### src/verilog/rcos_regs.vh
// register offsets, fields, reset values and timing counts for the reference clock block
`ifndef RCOS_REGS_VH
`define RCOS_REGS_VH
`define RCOS_OFF_TIMING 12'h000
`define RCOS_OFF_REFERENCE_A_SELECT 12'h004
`define RCOS_OFF_REFERENCE_B_SELECT 12'h008
`define RCOS_OFF_CONFIG 12'h00C
`define RCOS_OFF_STATUS 12'h010
`define RCOS_RST_TIMING 8'h00
`define RCOS_RST_REFERENCE_A_SELECT 8'h00
`define RCOS_RST_REFERENCE_B_SELECT 8'h00
`define RCOS_RST_CONFIG 8'h10
`define RCOS_T1_RATE_BIT 0
`define RCOS_T1_EN_BIT 1
`define RCOS_E1_RATE_BIT 2
`define RCOS_E1_EN_BIT 3
`define RCOS_SRC_MSB 4
`define RCOS_EXT_RATE_BIT 5
`define RCOS_REF_EN_BIT 6
`define RCOS_FREQ_MSB 2
`define RCOS_FREE_BIT 3
`define RCOS_FS_BYPASS_BIT 4
`define RCOS_HOLD_BIT 5
`define RCOS_JA_TAP_BIT 6
`define RCOS_EXT_SEL_MIN 5'h1D
`define RCOS_CLK_HZ 10000000
`define RCOS_CLK_PS 100000
`define RCOS_T1_PERIOD_PS 647668
`define RCOS_E1_PERIOD_PS 488281
`define RCOS_EXT_LOSS_PERIODS 8
`define RCOS_EXT_LOSS_T1_CYC ((`RCOS_EXT_LOSS_PERIODS*`RCOS_T1_PERIOD_PS+`RCOS_CLK_PS-1)/`RCOS_CLK_PS)
`define RCOS_EXT_LOSS_E1_CYC ((`RCOS_EXT_LOSS_PERIODS*`RCOS_E1_PERIOD_PS+`RCOS_CLK_PS-1)/`RCOS_CLK_PS)
`define RCOS_MCLK_LOSS_NS 10000
`define RCOS_MCLK_LOSS_CYC ((`RCOS_MCLK_LOSS_NS*1000+`RCOS_CLK_PS-1)/`RCOS_CLK_PS)
`define RCOS_F_8K 8000
`define RCOS_F_T1_TIMING 1544
`define RCOS_F_E1_TIMING 2048
`define RCOS_F_T1_LINE 1544000
`define RCOS_F_E1_LINE 2048000
`define RCOS_INC(f) (((f)*64'd8589934592)/`RCOS_CLK_HZ)
`endif
### src/verilog/rcos_ref_clock.v
// reference clock output selection, timing outputs and master clock loss handling
//
// The implementer's own choices: register access over APB and the register addresses.
`timescale 1ns/100ps
`include "rcos_regs.vh"
module rcos_ref_clock #(
  parameter CHANNELS = 16
) (
  input wire clock,
  input wire rst_n,
  input wire psel,
  input wire penable,
  input wire pwrite,
  input wire [11:0] paddr,
  input wire [31:0] pwdata,
  output reg [31:0] prdata,
  output reg pready,
  output reg pslverr,
  input wire [CHANNELS-1:0] recovered_clock_pre_ja,
  input wire [CHANNELS-1:0] recovered_clock_post_ja,
  input wire [CHANNELS-1:0] channel_e1_mode,
  input wire [CHANNELS-1:0] line_signal_loss_status,
  input wire [CHANNELS-1:0] receive_output_float_select,
  input wire external_clock_a,
  input wire external_clock_b,
  input wire master_clock_duty_low,
  input wire [3:0] master_clock_rate_straps,
  output reg t1_timing_output,
  output reg t1_timing_output_oe,
  output reg e1_timing_output,
  output reg e1_timing_output_oe,
  output reg reference_output_a,
  output reg reference_output_a_oe,
  output reg reference_output_b,
  output reg reference_output_b_oe,
  output reg [CHANNELS-1:0] channel_internal_reference,
  output reg power_down,
  output reg line_pins_float,
  output reg [CHANNELS-1:0] receive_pins_float,
  output reg [CHANNELS-1:0] receive_pins_low,
  output reg transmit_inputs_ignored,
  output reg auto_reset
);
  localparam NCO_N = 5;
  localparam N_T1T = 0;
  localparam N_E1T = 1;
  localparam N_T1L = 2;
  localparam N_E1L = 3;
  localparam N_SYN = 4;
  localparam [2:0] FREQ_RSV_A = 3'h0;
  localparam [2:0] FREQ_RSV_B = 3'h3;

  reg [7:0] timing_output_control_q;
  reg [7:0] reference_a_select_q;
  reg [7:0] reference_b_select_q;
  reg [7:0] reference_output_config_q;
  reg [3:0] straps_q;
  reg strap_taken_q;
  reg [CHANNELS-1:0] rec_s1_q, rec_s2_q, pre_s1_q, pre_s2_q;
  reg [2:0] exta_q, extb_q;
  reg duty_s1_q, duty_s2_q;
  reg [7:0] lost_a_cnt_q, lost_b_cnt_q;
  reg lost_a_q, lost_b_q;
  reg [15:0] duty_cnt_q;
  reg pd_q;
  reg soft_rst_q;
  reg [NCO_N-1:0] nco_out_q;
  reg [63:0] nco_inc [0:NCO_N-1];
  reg [63:0] syn_inc;
  wire clr_n;

  // control registers, loss watchdogs, clock generators and clock output drivers cleared by pin reset or by master clock recovery
  assign clr_n = rst_n & ~soft_rst_q;

  // straps caught once after reset release
  always @(posedge clock) begin
    if (!rst_n) begin
      straps_q <= 4'h0;
      strap_taken_q <= 1'b0;
    end else if (!strap_taken_q) begin
      straps_q <= master_clock_rate_straps;
      strap_taken_q <= 1'b1;
    end
  end

  // apb slave, answer in first access cycle
  wire setup = psel & ~penable;
  wire access = psel & penable & pready;
  wire mapped = (paddr == `RCOS_OFF_TIMING) || (paddr == `RCOS_OFF_REFERENCE_A_SELECT) ||
    (paddr == `RCOS_OFF_REFERENCE_B_SELECT) || (paddr == `RCOS_OFF_CONFIG) || (paddr == `RCOS_OFF_STATUS);
  reg [31:0] rd_d;
  always @* begin
    case (paddr)
      `RCOS_OFF_TIMING: rd_d = {24'h00_0000, timing_output_control_q};
      `RCOS_OFF_REFERENCE_A_SELECT: rd_d = {24'h00_0000, reference_a_select_q};
      `RCOS_OFF_REFERENCE_B_SELECT: rd_d = {24'h00_0000, reference_b_select_q};
      `RCOS_OFF_CONFIG: rd_d = {24'h00_0000, reference_output_config_q};
      `RCOS_OFF_STATUS: rd_d = {24'h00_0000, straps_q, 1'b0, pd_q, lost_b_q, lost_a_q};
      default: rd_d = 32'h0000_0000;
    endcase
  end

  always @(posedge clock) begin
    if (!rst_n) begin
      pready <= 1'b0;
      pslverr <= 1'b0;
      prdata <= 32'h0000_0000;
    end else begin
      pready <= setup;
      pslverr <= setup & ~mapped;
      if (setup) begin
        prdata <= pwrite ? 32'h0000_0000 : rd_d;
      end
    end
  end

  always @(posedge clock) begin
    if (!clr_n) begin
      timing_output_control_q <= `RCOS_RST_TIMING;
      reference_a_select_q <= `RCOS_RST_REFERENCE_A_SELECT;
      reference_b_select_q <= `RCOS_RST_REFERENCE_B_SELECT;
      reference_output_config_q <= `RCOS_RST_CONFIG;
    end else if (access && pwrite) begin
      case (paddr)
        `RCOS_OFF_TIMING: timing_output_control_q <= pwdata[7:0];
        `RCOS_OFF_REFERENCE_A_SELECT: reference_a_select_q <= pwdata[7:0];
        `RCOS_OFF_REFERENCE_B_SELECT: reference_b_select_q <= pwdata[7:0];
        `RCOS_OFF_CONFIG: reference_output_config_q <= pwdata[7:0];
        default: timing_output_control_q <= timing_output_control_q;
      endcase
    end
  end

  // pin synchronisers
  always @(posedge clock) begin
    if (!rst_n) begin
      {rec_s1_q, pre_s1_q} <= {(2*CHANNELS){1'b0}};
      {rec_s2_q, pre_s2_q} <= {(2*CHANNELS){1'b0}};
      exta_q <= 3'h0;
      extb_q <= 3'h0;
      duty_s1_q <= 1'b0;
      duty_s2_q <= 1'b0;
    end else begin
      {rec_s1_q, pre_s1_q} <= {recovered_clock_post_ja, recovered_clock_pre_ja};
      {rec_s2_q, pre_s2_q} <= {rec_s1_q, pre_s1_q};
      exta_q <= {exta_q[1:0], external_clock_a};
      extb_q <= {extb_q[1:0], external_clock_b};
      duty_s1_q <= master_clock_duty_low;
      duty_s2_q <= duty_s1_q;
    end
  end

  // external clock loss watchdogs
  wire edge_a = exta_q[2] ^ exta_q[1];
  wire edge_b = extb_q[2] ^ extb_q[1];
  wire [31:0] lim_a = reference_a_select_q[`RCOS_EXT_RATE_BIT] ?
    `RCOS_EXT_LOSS_E1_CYC : `RCOS_EXT_LOSS_T1_CYC;
  wire [31:0] lim_b = reference_b_select_q[`RCOS_EXT_RATE_BIT] ?
    `RCOS_EXT_LOSS_E1_CYC : `RCOS_EXT_LOSS_T1_CYC;
  always @(posedge clock) begin
    if (!clr_n) begin
      lost_a_cnt_q <= 8'h00;
      lost_b_cnt_q <= 8'h00;
      lost_a_q <= 1'b0;
      lost_b_q <= 1'b0;
    end else begin
      if (edge_a) begin
        lost_a_cnt_q <= 8'h00;
        lost_a_q <= 1'b0;
      end else if ({24'h00_0000, lost_a_cnt_q} < lim_a) begin
        lost_a_cnt_q <= lost_a_cnt_q + 8'h01;
      end else begin
        lost_a_q <= 1'b1;
      end
      if (edge_b) begin
        lost_b_cnt_q <= 8'h00;
        lost_b_q <= 1'b0;
      end else if ({24'h00_0000, lost_b_cnt_q} < lim_b) begin
        lost_b_cnt_q <= lost_b_cnt_q + 8'h01;
      end else begin
        lost_b_q <= 1'b1;
      end
    end
  end

  // master clock loss, power down and automatic reset
  always @(posedge clock) begin
    if (!rst_n) begin
      duty_cnt_q <= 16'h0000;
      pd_q <= 1'b0;
      soft_rst_q <= 1'b0;
    end else begin
      soft_rst_q <= 1'b0;
      if (duty_s2_q) begin
        if ({16'h0000, duty_cnt_q} < `RCOS_MCLK_LOSS_CYC) begin
          duty_cnt_q <= duty_cnt_q + 16'h0001;
        end else begin
          pd_q <= 1'b1;
        end
      end else begin
        duty_cnt_q <= 16'h0000;
        if (pd_q) begin
          pd_q <= 1'b0;
          soft_rst_q <= 1'b1;
        end
      end
    end
  end

  // synthesizer code assignment
  always @* begin
    case (reference_output_config_q[`RCOS_FREQ_MSB:0])
      3'h0: syn_inc = `RCOS_INC(8000);
      3'h1: syn_inc = `RCOS_INC(64000);
      3'h2: syn_inc = `RCOS_INC(2048000);
      3'h3: syn_inc = `RCOS_INC(4096000);
      3'h4: syn_inc = `RCOS_INC(8192000);
      3'h5: syn_inc = `RCOS_INC(19440000);
      default: syn_inc = `RCOS_INC(32768000);
    endcase
    nco_inc[N_T1T] = timing_output_control_q[`RCOS_T1_RATE_BIT] ?
      `RCOS_INC(`RCOS_F_T1_TIMING) : `RCOS_INC(`RCOS_F_8K);
    nco_inc[N_E1T] = timing_output_control_q[`RCOS_E1_RATE_BIT] ?
      `RCOS_INC(`RCOS_F_E1_TIMING) : `RCOS_INC(`RCOS_F_8K);
    nco_inc[N_T1L] = `RCOS_INC(`RCOS_F_T1_LINE);
    nco_inc[N_E1L] = `RCOS_INC(`RCOS_F_E1_LINE);
    nco_inc[N_SYN] = syn_inc;
  end

  // master-locked clock generators, toggling on accumulator carry
  genvar gi;
  generate
    for (gi = 0; gi < NCO_N; gi = gi + 1) begin : g_nco
      reg [31:0] acc_q;
      wire [36:0] sum = {5'h00, acc_q} + {1'b0, nco_inc[gi][35:0]};
      always @(posedge clock) begin
        if (!clr_n) begin
          acc_q <= 32'h0000_0000;
          nco_out_q[gi] <= 1'b0;
        end else begin
          acc_q <= sum[31:0];
          if (sum[36:32] != 5'h00) begin
            nco_out_q[gi] <= ~nco_out_q[gi];
          end
        end
      end
    end
  endgenerate

  // reference output selection
  wire [4:0] src_a = reference_a_select_q[`RCOS_SRC_MSB:0];
  wire [4:0] src_b = reference_b_select_q[`RCOS_SRC_MSB:0];
  wire hold = reference_output_config_q[`RCOS_HOLD_BIT];
  wire syn_on = ~reference_output_config_q[`RCOS_FS_BYPASS_BIT];
  wire free_run = syn_on & reference_output_config_q[`RCOS_FREE_BIT];
  wire [2:0] freq = reference_output_config_q[`RCOS_FREQ_MSB:0];
  wire freq_rsv = (freq == FREQ_RSV_A) || (freq == FREQ_RSV_B);
  wire ch_a_ok = {27'h000_0000, src_a} < CHANNELS;
  wire ch_b_ok = {27'h000_0000, src_b} < CHANNELS;
  wire [3:0] ch_a = src_a[3:0];
  wire [3:0] ch_b = src_b[3:0];
  wire ja_pre = reference_output_config_q[`RCOS_JA_TAP_BIT];
  wire [CHANNELS-1:0] rec_sync = ja_pre ? pre_s2_q : rec_s2_q;
  wire los_a = line_signal_loss_status[ch_a];
  wire los_b = line_signal_loss_status[ch_b];
  wire lock_a = channel_e1_mode[ch_a] ? nco_out_q[N_E1L] : nco_out_q[N_T1L];
  wire lock_b = channel_e1_mode[ch_b] ? nco_out_q[N_E1L] : nco_out_q[N_T1L];
  wire lock_xb = reference_b_select_q[`RCOS_EXT_RATE_BIT] ? nco_out_q[N_E1L] : nco_out_q[N_T1L];
  reg ref_a_d, ref_b_d;

  always @* begin
    ref_a_d = 1'b0;
    if (free_run) begin
      ref_a_d = freq_rsv ? 1'b1 : nco_out_q[N_SYN];
    end else if (src_a >= `RCOS_EXT_SEL_MIN) begin
      if (lost_a_q) begin
        ref_a_d = 1'b1;
      end else begin
        ref_a_d = syn_on ? nco_out_q[N_SYN] : exta_q[1];
      end
    end else if (ch_a_ok) begin
      if (los_a) begin
        ref_a_d = hold ? 1'b1 : (syn_on ? nco_out_q[N_SYN] : lock_a);
      end else begin
        ref_a_d = syn_on ? nco_out_q[N_SYN] : rec_sync[ch_a];
      end
    end
  end

  always @* begin
    ref_b_d = 1'b0;
    if (src_b >= `RCOS_EXT_SEL_MIN) begin
      if (lost_b_q) begin
        ref_b_d = hold ? 1'b1 : lock_xb;
      end else begin
        ref_b_d = extb_q[1];
      end
    end else if (ch_b_ok) begin
      if (los_b) begin
        ref_b_d = hold ? 1'b1 : lock_b;
      end else begin
        ref_b_d = rec_sync[ch_b];
      end
    end
  end

  // registered pin drivers
  always @(posedge clock) begin
    if (!clr_n) begin
      t1_timing_output <= 1'b0;
      t1_timing_output_oe <= 1'b0;
      e1_timing_output <= 1'b0;
      e1_timing_output_oe <= 1'b0;
      reference_output_a <= 1'b0;
      reference_output_a_oe <= 1'b0;
      reference_output_b <= 1'b0;
      reference_output_b_oe <= 1'b0;
      channel_internal_reference <= {CHANNELS{1'b0}};
    end else begin
      t1_timing_output <= nco_out_q[N_T1T];
      t1_timing_output_oe <= timing_output_control_q[`RCOS_T1_EN_BIT];
      e1_timing_output <= nco_out_q[N_E1T];
      e1_timing_output_oe <= timing_output_control_q[`RCOS_E1_EN_BIT];
      reference_output_a <= ref_a_d;
      reference_output_a_oe <= reference_a_select_q[`RCOS_REF_EN_BIT];
      reference_output_b <= ref_b_d;
      reference_output_b_oe <= reference_b_select_q[`RCOS_REF_EN_BIT];
      channel_internal_reference <= (channel_e1_mode & {CHANNELS{nco_out_q[N_E1L]}}) |
        (~channel_e1_mode & {CHANNELS{nco_out_q[N_T1L]}});
    end
  end

  always @(posedge clock) begin
    if (!rst_n) begin
      power_down <= 1'b0;
      line_pins_float <= 1'b0;
      receive_pins_float <= {CHANNELS{1'b0}};
      receive_pins_low <= {CHANNELS{1'b0}};
      transmit_inputs_ignored <= 1'b0;
      auto_reset <= 1'b0;
    end else begin
      power_down <= pd_q;
      line_pins_float <= pd_q;
      receive_pins_float <= {CHANNELS{pd_q}} & receive_output_float_select;
      receive_pins_low <= {CHANNELS{pd_q}} & ~receive_output_float_select;
      transmit_inputs_ignored <= pd_q;
      auto_reset <= soft_rst_q;
    end
  end
endmodule // rcos_ref_clock

### config.mk
export PLATFORM = sky130hd
export DESIGN_NAME = rcos_ref_clock
export DESIGN_NICKNAME = d
export VERILOG_FILES = /design/src/verilog/rcos_ref_clock.v
export VERILOG_INCLUDE_DIRS = /design/src /design/src/verilog
export SDC_FILE = /design/constraint.sdc
export NUM_CORES = 1
export LEC_CHECK = 0
export ABC_AREA = 0
export BUFFER_PORTS_ARGS = -buffer_cell sky130_fd_sc_hd__buf_2
export CAP_MARGIN = 15
export CORE_ASPECT_RATIO = 0.75
export CORE_UTILIZATION = 23
export DETAILED_ROUTE_END_ITERATION = 7
export PLACE_DENSITY_LB_ADDON = 0.25
export SLEW_MARGIN = 15
export SYNTH_ARGS = -nofsm -noshare
export SYNTH_HDL_FRONTEND = slang
export SYNTH_SLANG_ARGS = --single-unit
### constraint.sdc
create_clock -name clock -period 9.7 [get_ports clock]
set_input_delay 1.455 -clock clock [delete_from_list [all_inputs] [get_ports clock]]
set_output_delay 1.455 -clock clock [all_outputs]
set_load 0.005 [all_outputs]
==> results by stage <==
Worst setup path:
- The signal on the critical path passes through nor2b_1, a21oi_1, ha_1, inv_1, fa_1, nand2b_1, o2bb2ai_1, or4_4, and3_4, o41a_1, a21oi_2, a311oi_1, xor2_1, nor2_1.
- The kind of critical path is register to register.
- STA classifies the critical path endpoint as a register.
- STA classifies the critical path startpoint as a register.
- The critical path's slowest cell is sky130_fd_sc_hd__dfxtp_1.
- The cell family contributing the most delay on the critical path is compound AO/OA/AOI/OAI gates.
- In this run the worst path has a maximum fanout of 21.
- The highest cell delay on the worst timing path is 840 ps.
- Data arrives at the worst endpoint at 4560 ps.
- The worst path required time is 10130 ps.
- The count of buffering cells on the critical path with inverters included is 1.

Drt:
- For this block, wires on met1 add up to 22800 um.
- The total DRC errors in the routed layout is 0.
- Summed over all layers, the routed wires come to 44300 um.
- The via count normalized by instance count is 4.47.
- The initial DRC count is 623.
- In the final routed layout, each cell accounts on average for 14.9 um.
- Before antenna repair, the detailed router went through 5 iterations.
- The routed length on met3 is 2580 um.
- The overall via count from detail_route is about 13000.
- In the detailed route, the total length drawn on met2 is 17900 um.
- The highest layer touched by signal routing is met5.
- The post-detailed-route count of antenna-violating nets is 0.

Placement:
- Timing analysis after detailed placement gives a worst setup slack of 5300 ps.
- Summed over all nets, the half-perimeter wirelength after detailed placement is 32100 um.
- Routability-driven placement finished with a final weighted congestion of 0.782.
- The number of input and output port buffers inserted is between 150 and 200.

Synth:
- The number of enable flip-flop cells after synthesis is 0.
- The fraction of registers with async set/reset is 0%.
- The register area share after synthesis is 44.1%.
- The flop and latch count out of synthesis is around 380.
- In the synthesized netlist the dominant register cell turns out to be sky130_fd_sc_hd__dfxtp_1.
- Summing every instance area after synthesis gives 0.0171 mm^2.
- The cell count after synthesis came out at 1823.
- The synthesized netlist contains between 70 and 80 unique library cells.
- For this run, the number of Yosys warnings is 0.
- The mean cell area of the mapped netlist is 9.37 um^2.

Clock tree:
- The H-tree depth is 2.
- The buffer count from post-CTS setup fixing is 0.
- Clock latency on the worst-skew pair, taken at its later pin, is 580 ps.
- Clock-pin slew was measured on the worst setup and hold paths at 60 ps.
- TritonCTS built the clock tree.
- The root buffer cell is sky130_fd_sc_hd__clkbuf_16.
- Post-CTS repair changed the size of 0 cells.
- TritonCTS created 43 clock buffers.
- The count of hold-fix buffers inserted at cts is 0.
- Clock tree synthesis found a total of about 380 sinks.
- The worst-case clock buffer depth is 3.

Timing:
- The shortest period the worst path allows is 4120 ps.
- Setup repair after global routing left no endpoint under its margin.
- The fmax is 243 MHz.
- The final setup skew is roughly 16 ps.
- The worst slew slack as a fraction of its limit is 32.2%.
- The aggregate negative setup slack is 0 ps.
- The minimum setup slack in the final design is around 5600 ps.
- The final count of hold timing violations is 0.
- The transition at the pin with the smallest max-transition slack is 1010 ps.
- The max-slew violation count is 0.
- The post-route clock period utilization is between 40% and 50%.
- Setup violations remaining at the end of the flow were counted as 0.

Flow run:
- Across the run, the number of max-cap violations was 0.

Floorplan:
- The core footprint is 0.0735 mm^2.
- The die is 317 um wide.
- The initial core utilization is 23.2%.
- The floorplan step set the die height to 238 um.
- In this run the count of I/O pins placed on the die edge is between 200 and 250.
- The number of cell rows is 86.
- The area enclosed by the die boundary is 0.0754 mm^2.

Layout:
- The multi-input gate area in the final layout is 0.00901 mm^2.
- The footprint of the flip-flops and latches is 0.00753 mm^2.
- For this run, the post-layout net count is 2181.
- The number of filler instances in the final layout is 7739.
- The area added between synthesis and finish is 19.6%.
- Cells with a size suffix above 1 make up 17.2% of the layout.

GRT:
- The total routing usage reported by global routing is 11.7%.
- After global routing the overflow that remains totals 0.
- The first global-routing pass estimated a little over 70000 um of wire.
- Entering global routing, the biggest net connects 88 pins.
- The initial antenna violation count is 8.
- The number of global-route vias before repair came to approximately 13000.

Power and ir drop:
- The maximum ir drop on the vdd rail is between 0.0001 and 0.00015 V.
- The static leakage is between 8 and 9 nW.
- Power spread over the standard cell area amounts to 211 mW/mm^2.

Outcome:
- The run finished with clean final reports.

Hold path:
- In this run the worst hold path is classified as register to register.
-- cell type report --
type / count / share of cell area (%)
Inverter: 43 / 0.790
Tap cell: 968 / 5.92
Antenna cell: 2 / 0.0245
Clock inverter: 22 / 1.72
Sequential cell: 376 / 36.8
Multi-Input combinational cell: 1324 / 44.1
Clock buffer: 56 / 5.89
Timing Repair Buffer: 190 / 4.76
-- routing by layer --
layer  vias up  GRT usage [%]
met4         2           3.74
met5         -              0
li1       6628              -
met1      6309           16.7
met3        76           2.89
met2       304           17.0
-- through the flow --
| step | utilization [%] | instance area [um^2] | hold WS [ps] | instances | power, mW |
|---|---|---|---|---|---|
| after global routing | 27.8 | 20400 | 445 | 2979 | 4.57 |
| after CTS | 27.8 | 20400 | 436 | 2979 | 4.39 |
| after floorplan | - | 17200 | 412 | 1846 | 2.38 |
| after global placement | 25.7 | 18900 | 419 | 2901 | 2.53 |
| after detailed placement | 25.7 | 18900 | 421 | 2901 | 2.55 |
| final | 27.8 | 20400 | 431 | 2981 | 4.31 |
-- final timing paths --
| path | startpoint | to | slack, ps | depth (start not counted) |
|---|---|---|---|---|
| hold / removal | pre_s1_q[9] | pre_s2_q[9] | 430 | 1 |
| setup reg to reg | reference_output_config_q[2] | g_nco[4].acc_q[30] | 5580 | 14 |
| hold reg to reg | pre_s1_q[9] | pre_s2_q[9] | 430 | 1 |
| setup / recovery | reference_output_config_q[2] | g_nco[4].acc_q[30] | 5580 | 14 |
-- cells by family after synthesis --
| group | count (synthesis) | synth area share (%) |
|---|---|---|
| xor gates and xnor gates | 122 | 6.25 |
| and+or+nand+nor | 688 | 19.5 |
| muxes | 111 | 9.56 |
| other | 1 | 0.0219 |
| buffers and inverters | 146 | 3.82 |
| adders and majority gates | 67 | 4.99 |
| DFF | 376 | 44.1 |
| AOI/OAI and AO/OA | 312 | 11.8 |
-- cells in the final DEF, fill, tap and decap left out, types with 6 or more instances in the layout --
cell type / count
sky130_fd_sc_hd__a31o_2: 6
sky130_fd_sc_hd__nor3_1: 35
sky130_fd_sc_hd__a21oi_1: 111
sky130_fd_sc_hd__clkbuf_8: 8
sky130_fd_sc_hd__nand4_1: 12
sky130_fd_sc_hd__a211oi_1: 11
sky130_fd_sc_hd__nor2_1: 292
sky130_fd_sc_hd__clkbuf_16: 43
sky130_fd_sc_hd__xnor2_1: 62
sky130_fd_sc_hd__o21a_1: 17
sky130_fd_sc_hd__nor2b_1: 17
sky130_fd_sc_hd__and3_1: 43
sky130_fd_sc_hd__o21ai_0: 56
sky130_fd_sc_hd__mux2_2: 8
sky130_fd_sc_hd__dfxtp_1: 376
sky130_fd_sc_hd__or2_2: 12
sky130_fd_sc_hd__a21boi_0: 7
sky130_fd_sc_hd__xor2_1: 60
sky130_fd_sc_hd__a311oi_1: 7
sky130_fd_sc_hd__a31oi_1: 9
sky130_fd_sc_hd__nand2_1: 88
sky130_fd_sc_hd__clkinv_2: 9
sky130_fd_sc_hd__nor4_1: 8
sky130_fd_sc_hd__and2_1: 90
sky130_fd_sc_hd__nor3b_1: 7
sky130_fd_sc_hd__nand3_1: 30
sky130_fd_sc_hd__ha_1: 65
sky130_fd_sc_hd__conb_1: 24
sky130_fd_sc_hd__nand2b_1: 18
sky130_fd_sc_hd__a22o_1: 7
sky130_fd_sc_hd__a21o_1: 26
sky130_fd_sc_hd__buf_4: 9
sky130_fd_sc_hd__or3_1: 16
sky130_fd_sc_hd__mux4_2: 41
sky130_fd_sc_hd__a222oi_1: 7
sky130_fd_sc_hd__buf_2: 181
sky130_fd_sc_hd__mux2i_1: 62
sky130_fd_sc_hd__inv_1: 43
sky130_fd_sc_hd__bufinv_16: 8
-- power by group --
part / switching (mW) / internal (mW) / total [mW]
Sequential: 0.110 / 1.70 / 1.81
Clock: 0.696 / 1.10 / 1.79
Combinational: 0.391 / 0.325 / 0.716
-- cells in the mapped netlist (5+ instances only) --
master	count	area share [%]
sky130_fd_sc_hd__mux2_2	8	0.53
sky130_fd_sc_hd__nand2b_1	19	0.70
sky130_fd_sc_hd__and3_1	43	1.6
sky130_fd_sc_hd__xnor2_1	62	3.2
sky130_fd_sc_hd__nor4_1	8	0.29
sky130_fd_sc_hd__o21a_1	17	0.75
sky130_fd_sc_hd__a21oi_1	111	3.3
sky130_fd_sc_hd__inv_1	43	0.94
sky130_fd_sc_hd__clkbuf_1	67	1.5
sky130_fd_sc_hd__o21bai_1	5	0.22
sky130_fd_sc_hd__nor2_1	293	6.4
sky130_fd_sc_hd__mux4_2	41	5.4
sky130_fd_sc_hd__nand3_1	30	0.88
sky130_fd_sc_hd__a211oi_1	11	0.48
sky130_fd_sc_hd__a31o_2	6	0.31
sky130_fd_sc_hd__xor2_1	60	3.1
sky130_fd_sc_hd__and2_1	90	3.3
sky130_fd_sc_hd__nor3_1	35	1.0
sky130_fd_sc_hd__o31ai_1	5	0.22
sky130_fd_sc_hd__or3_1	16	0.59
sky130_fd_sc_hd__mux2i_1	62	3.6
sky130_fd_sc_hd__a31oi_1	9	0.33
sky130_fd_sc_hd__buf_4	26	1.1
sky130_fd_sc_hd__ha_1	65	4.8
sky130_fd_sc_hd__a22o_1	7	0.36
sky130_fd_sc_hd__or2_2	12	0.44
sky130_fd_sc_hd__nor3b_1	7	0.31
sky130_fd_sc_hd__nand4_1	12	0.44
sky130_fd_sc_hd__nor2b_1	17	0.62
sky130_fd_sc_hd__o21ai_0	56	1.6
sky130_fd_sc_hd__a222oi_1	7	0.41
sky130_fd_sc_hd__a311oi_1	7	0.36
sky130_fd_sc_hd__buf_2	5	0.15
sky130_fd_sc_hd__dfxtp_1	376	44
sky130_fd_sc_hd__a21boi_0	7	0.31
sky130_fd_sc_hd__nand2_1	88	1.9
sky130_fd_sc_hd__a21o_1	26	1.1
-- registers in the layout (all words and copies together) (netlist names), 16 cells and up --
signal and cells:
g_nco.acc_q 158, rec_s1_q 16, receive_pins_low 16, rec_s2_q 16, receive_pins_float 16, pre_s2_q 16
pre_s1_q 16, duty_cnt_q 16, channel_internal_reference 16
Power figures use the tool's default switching activity.
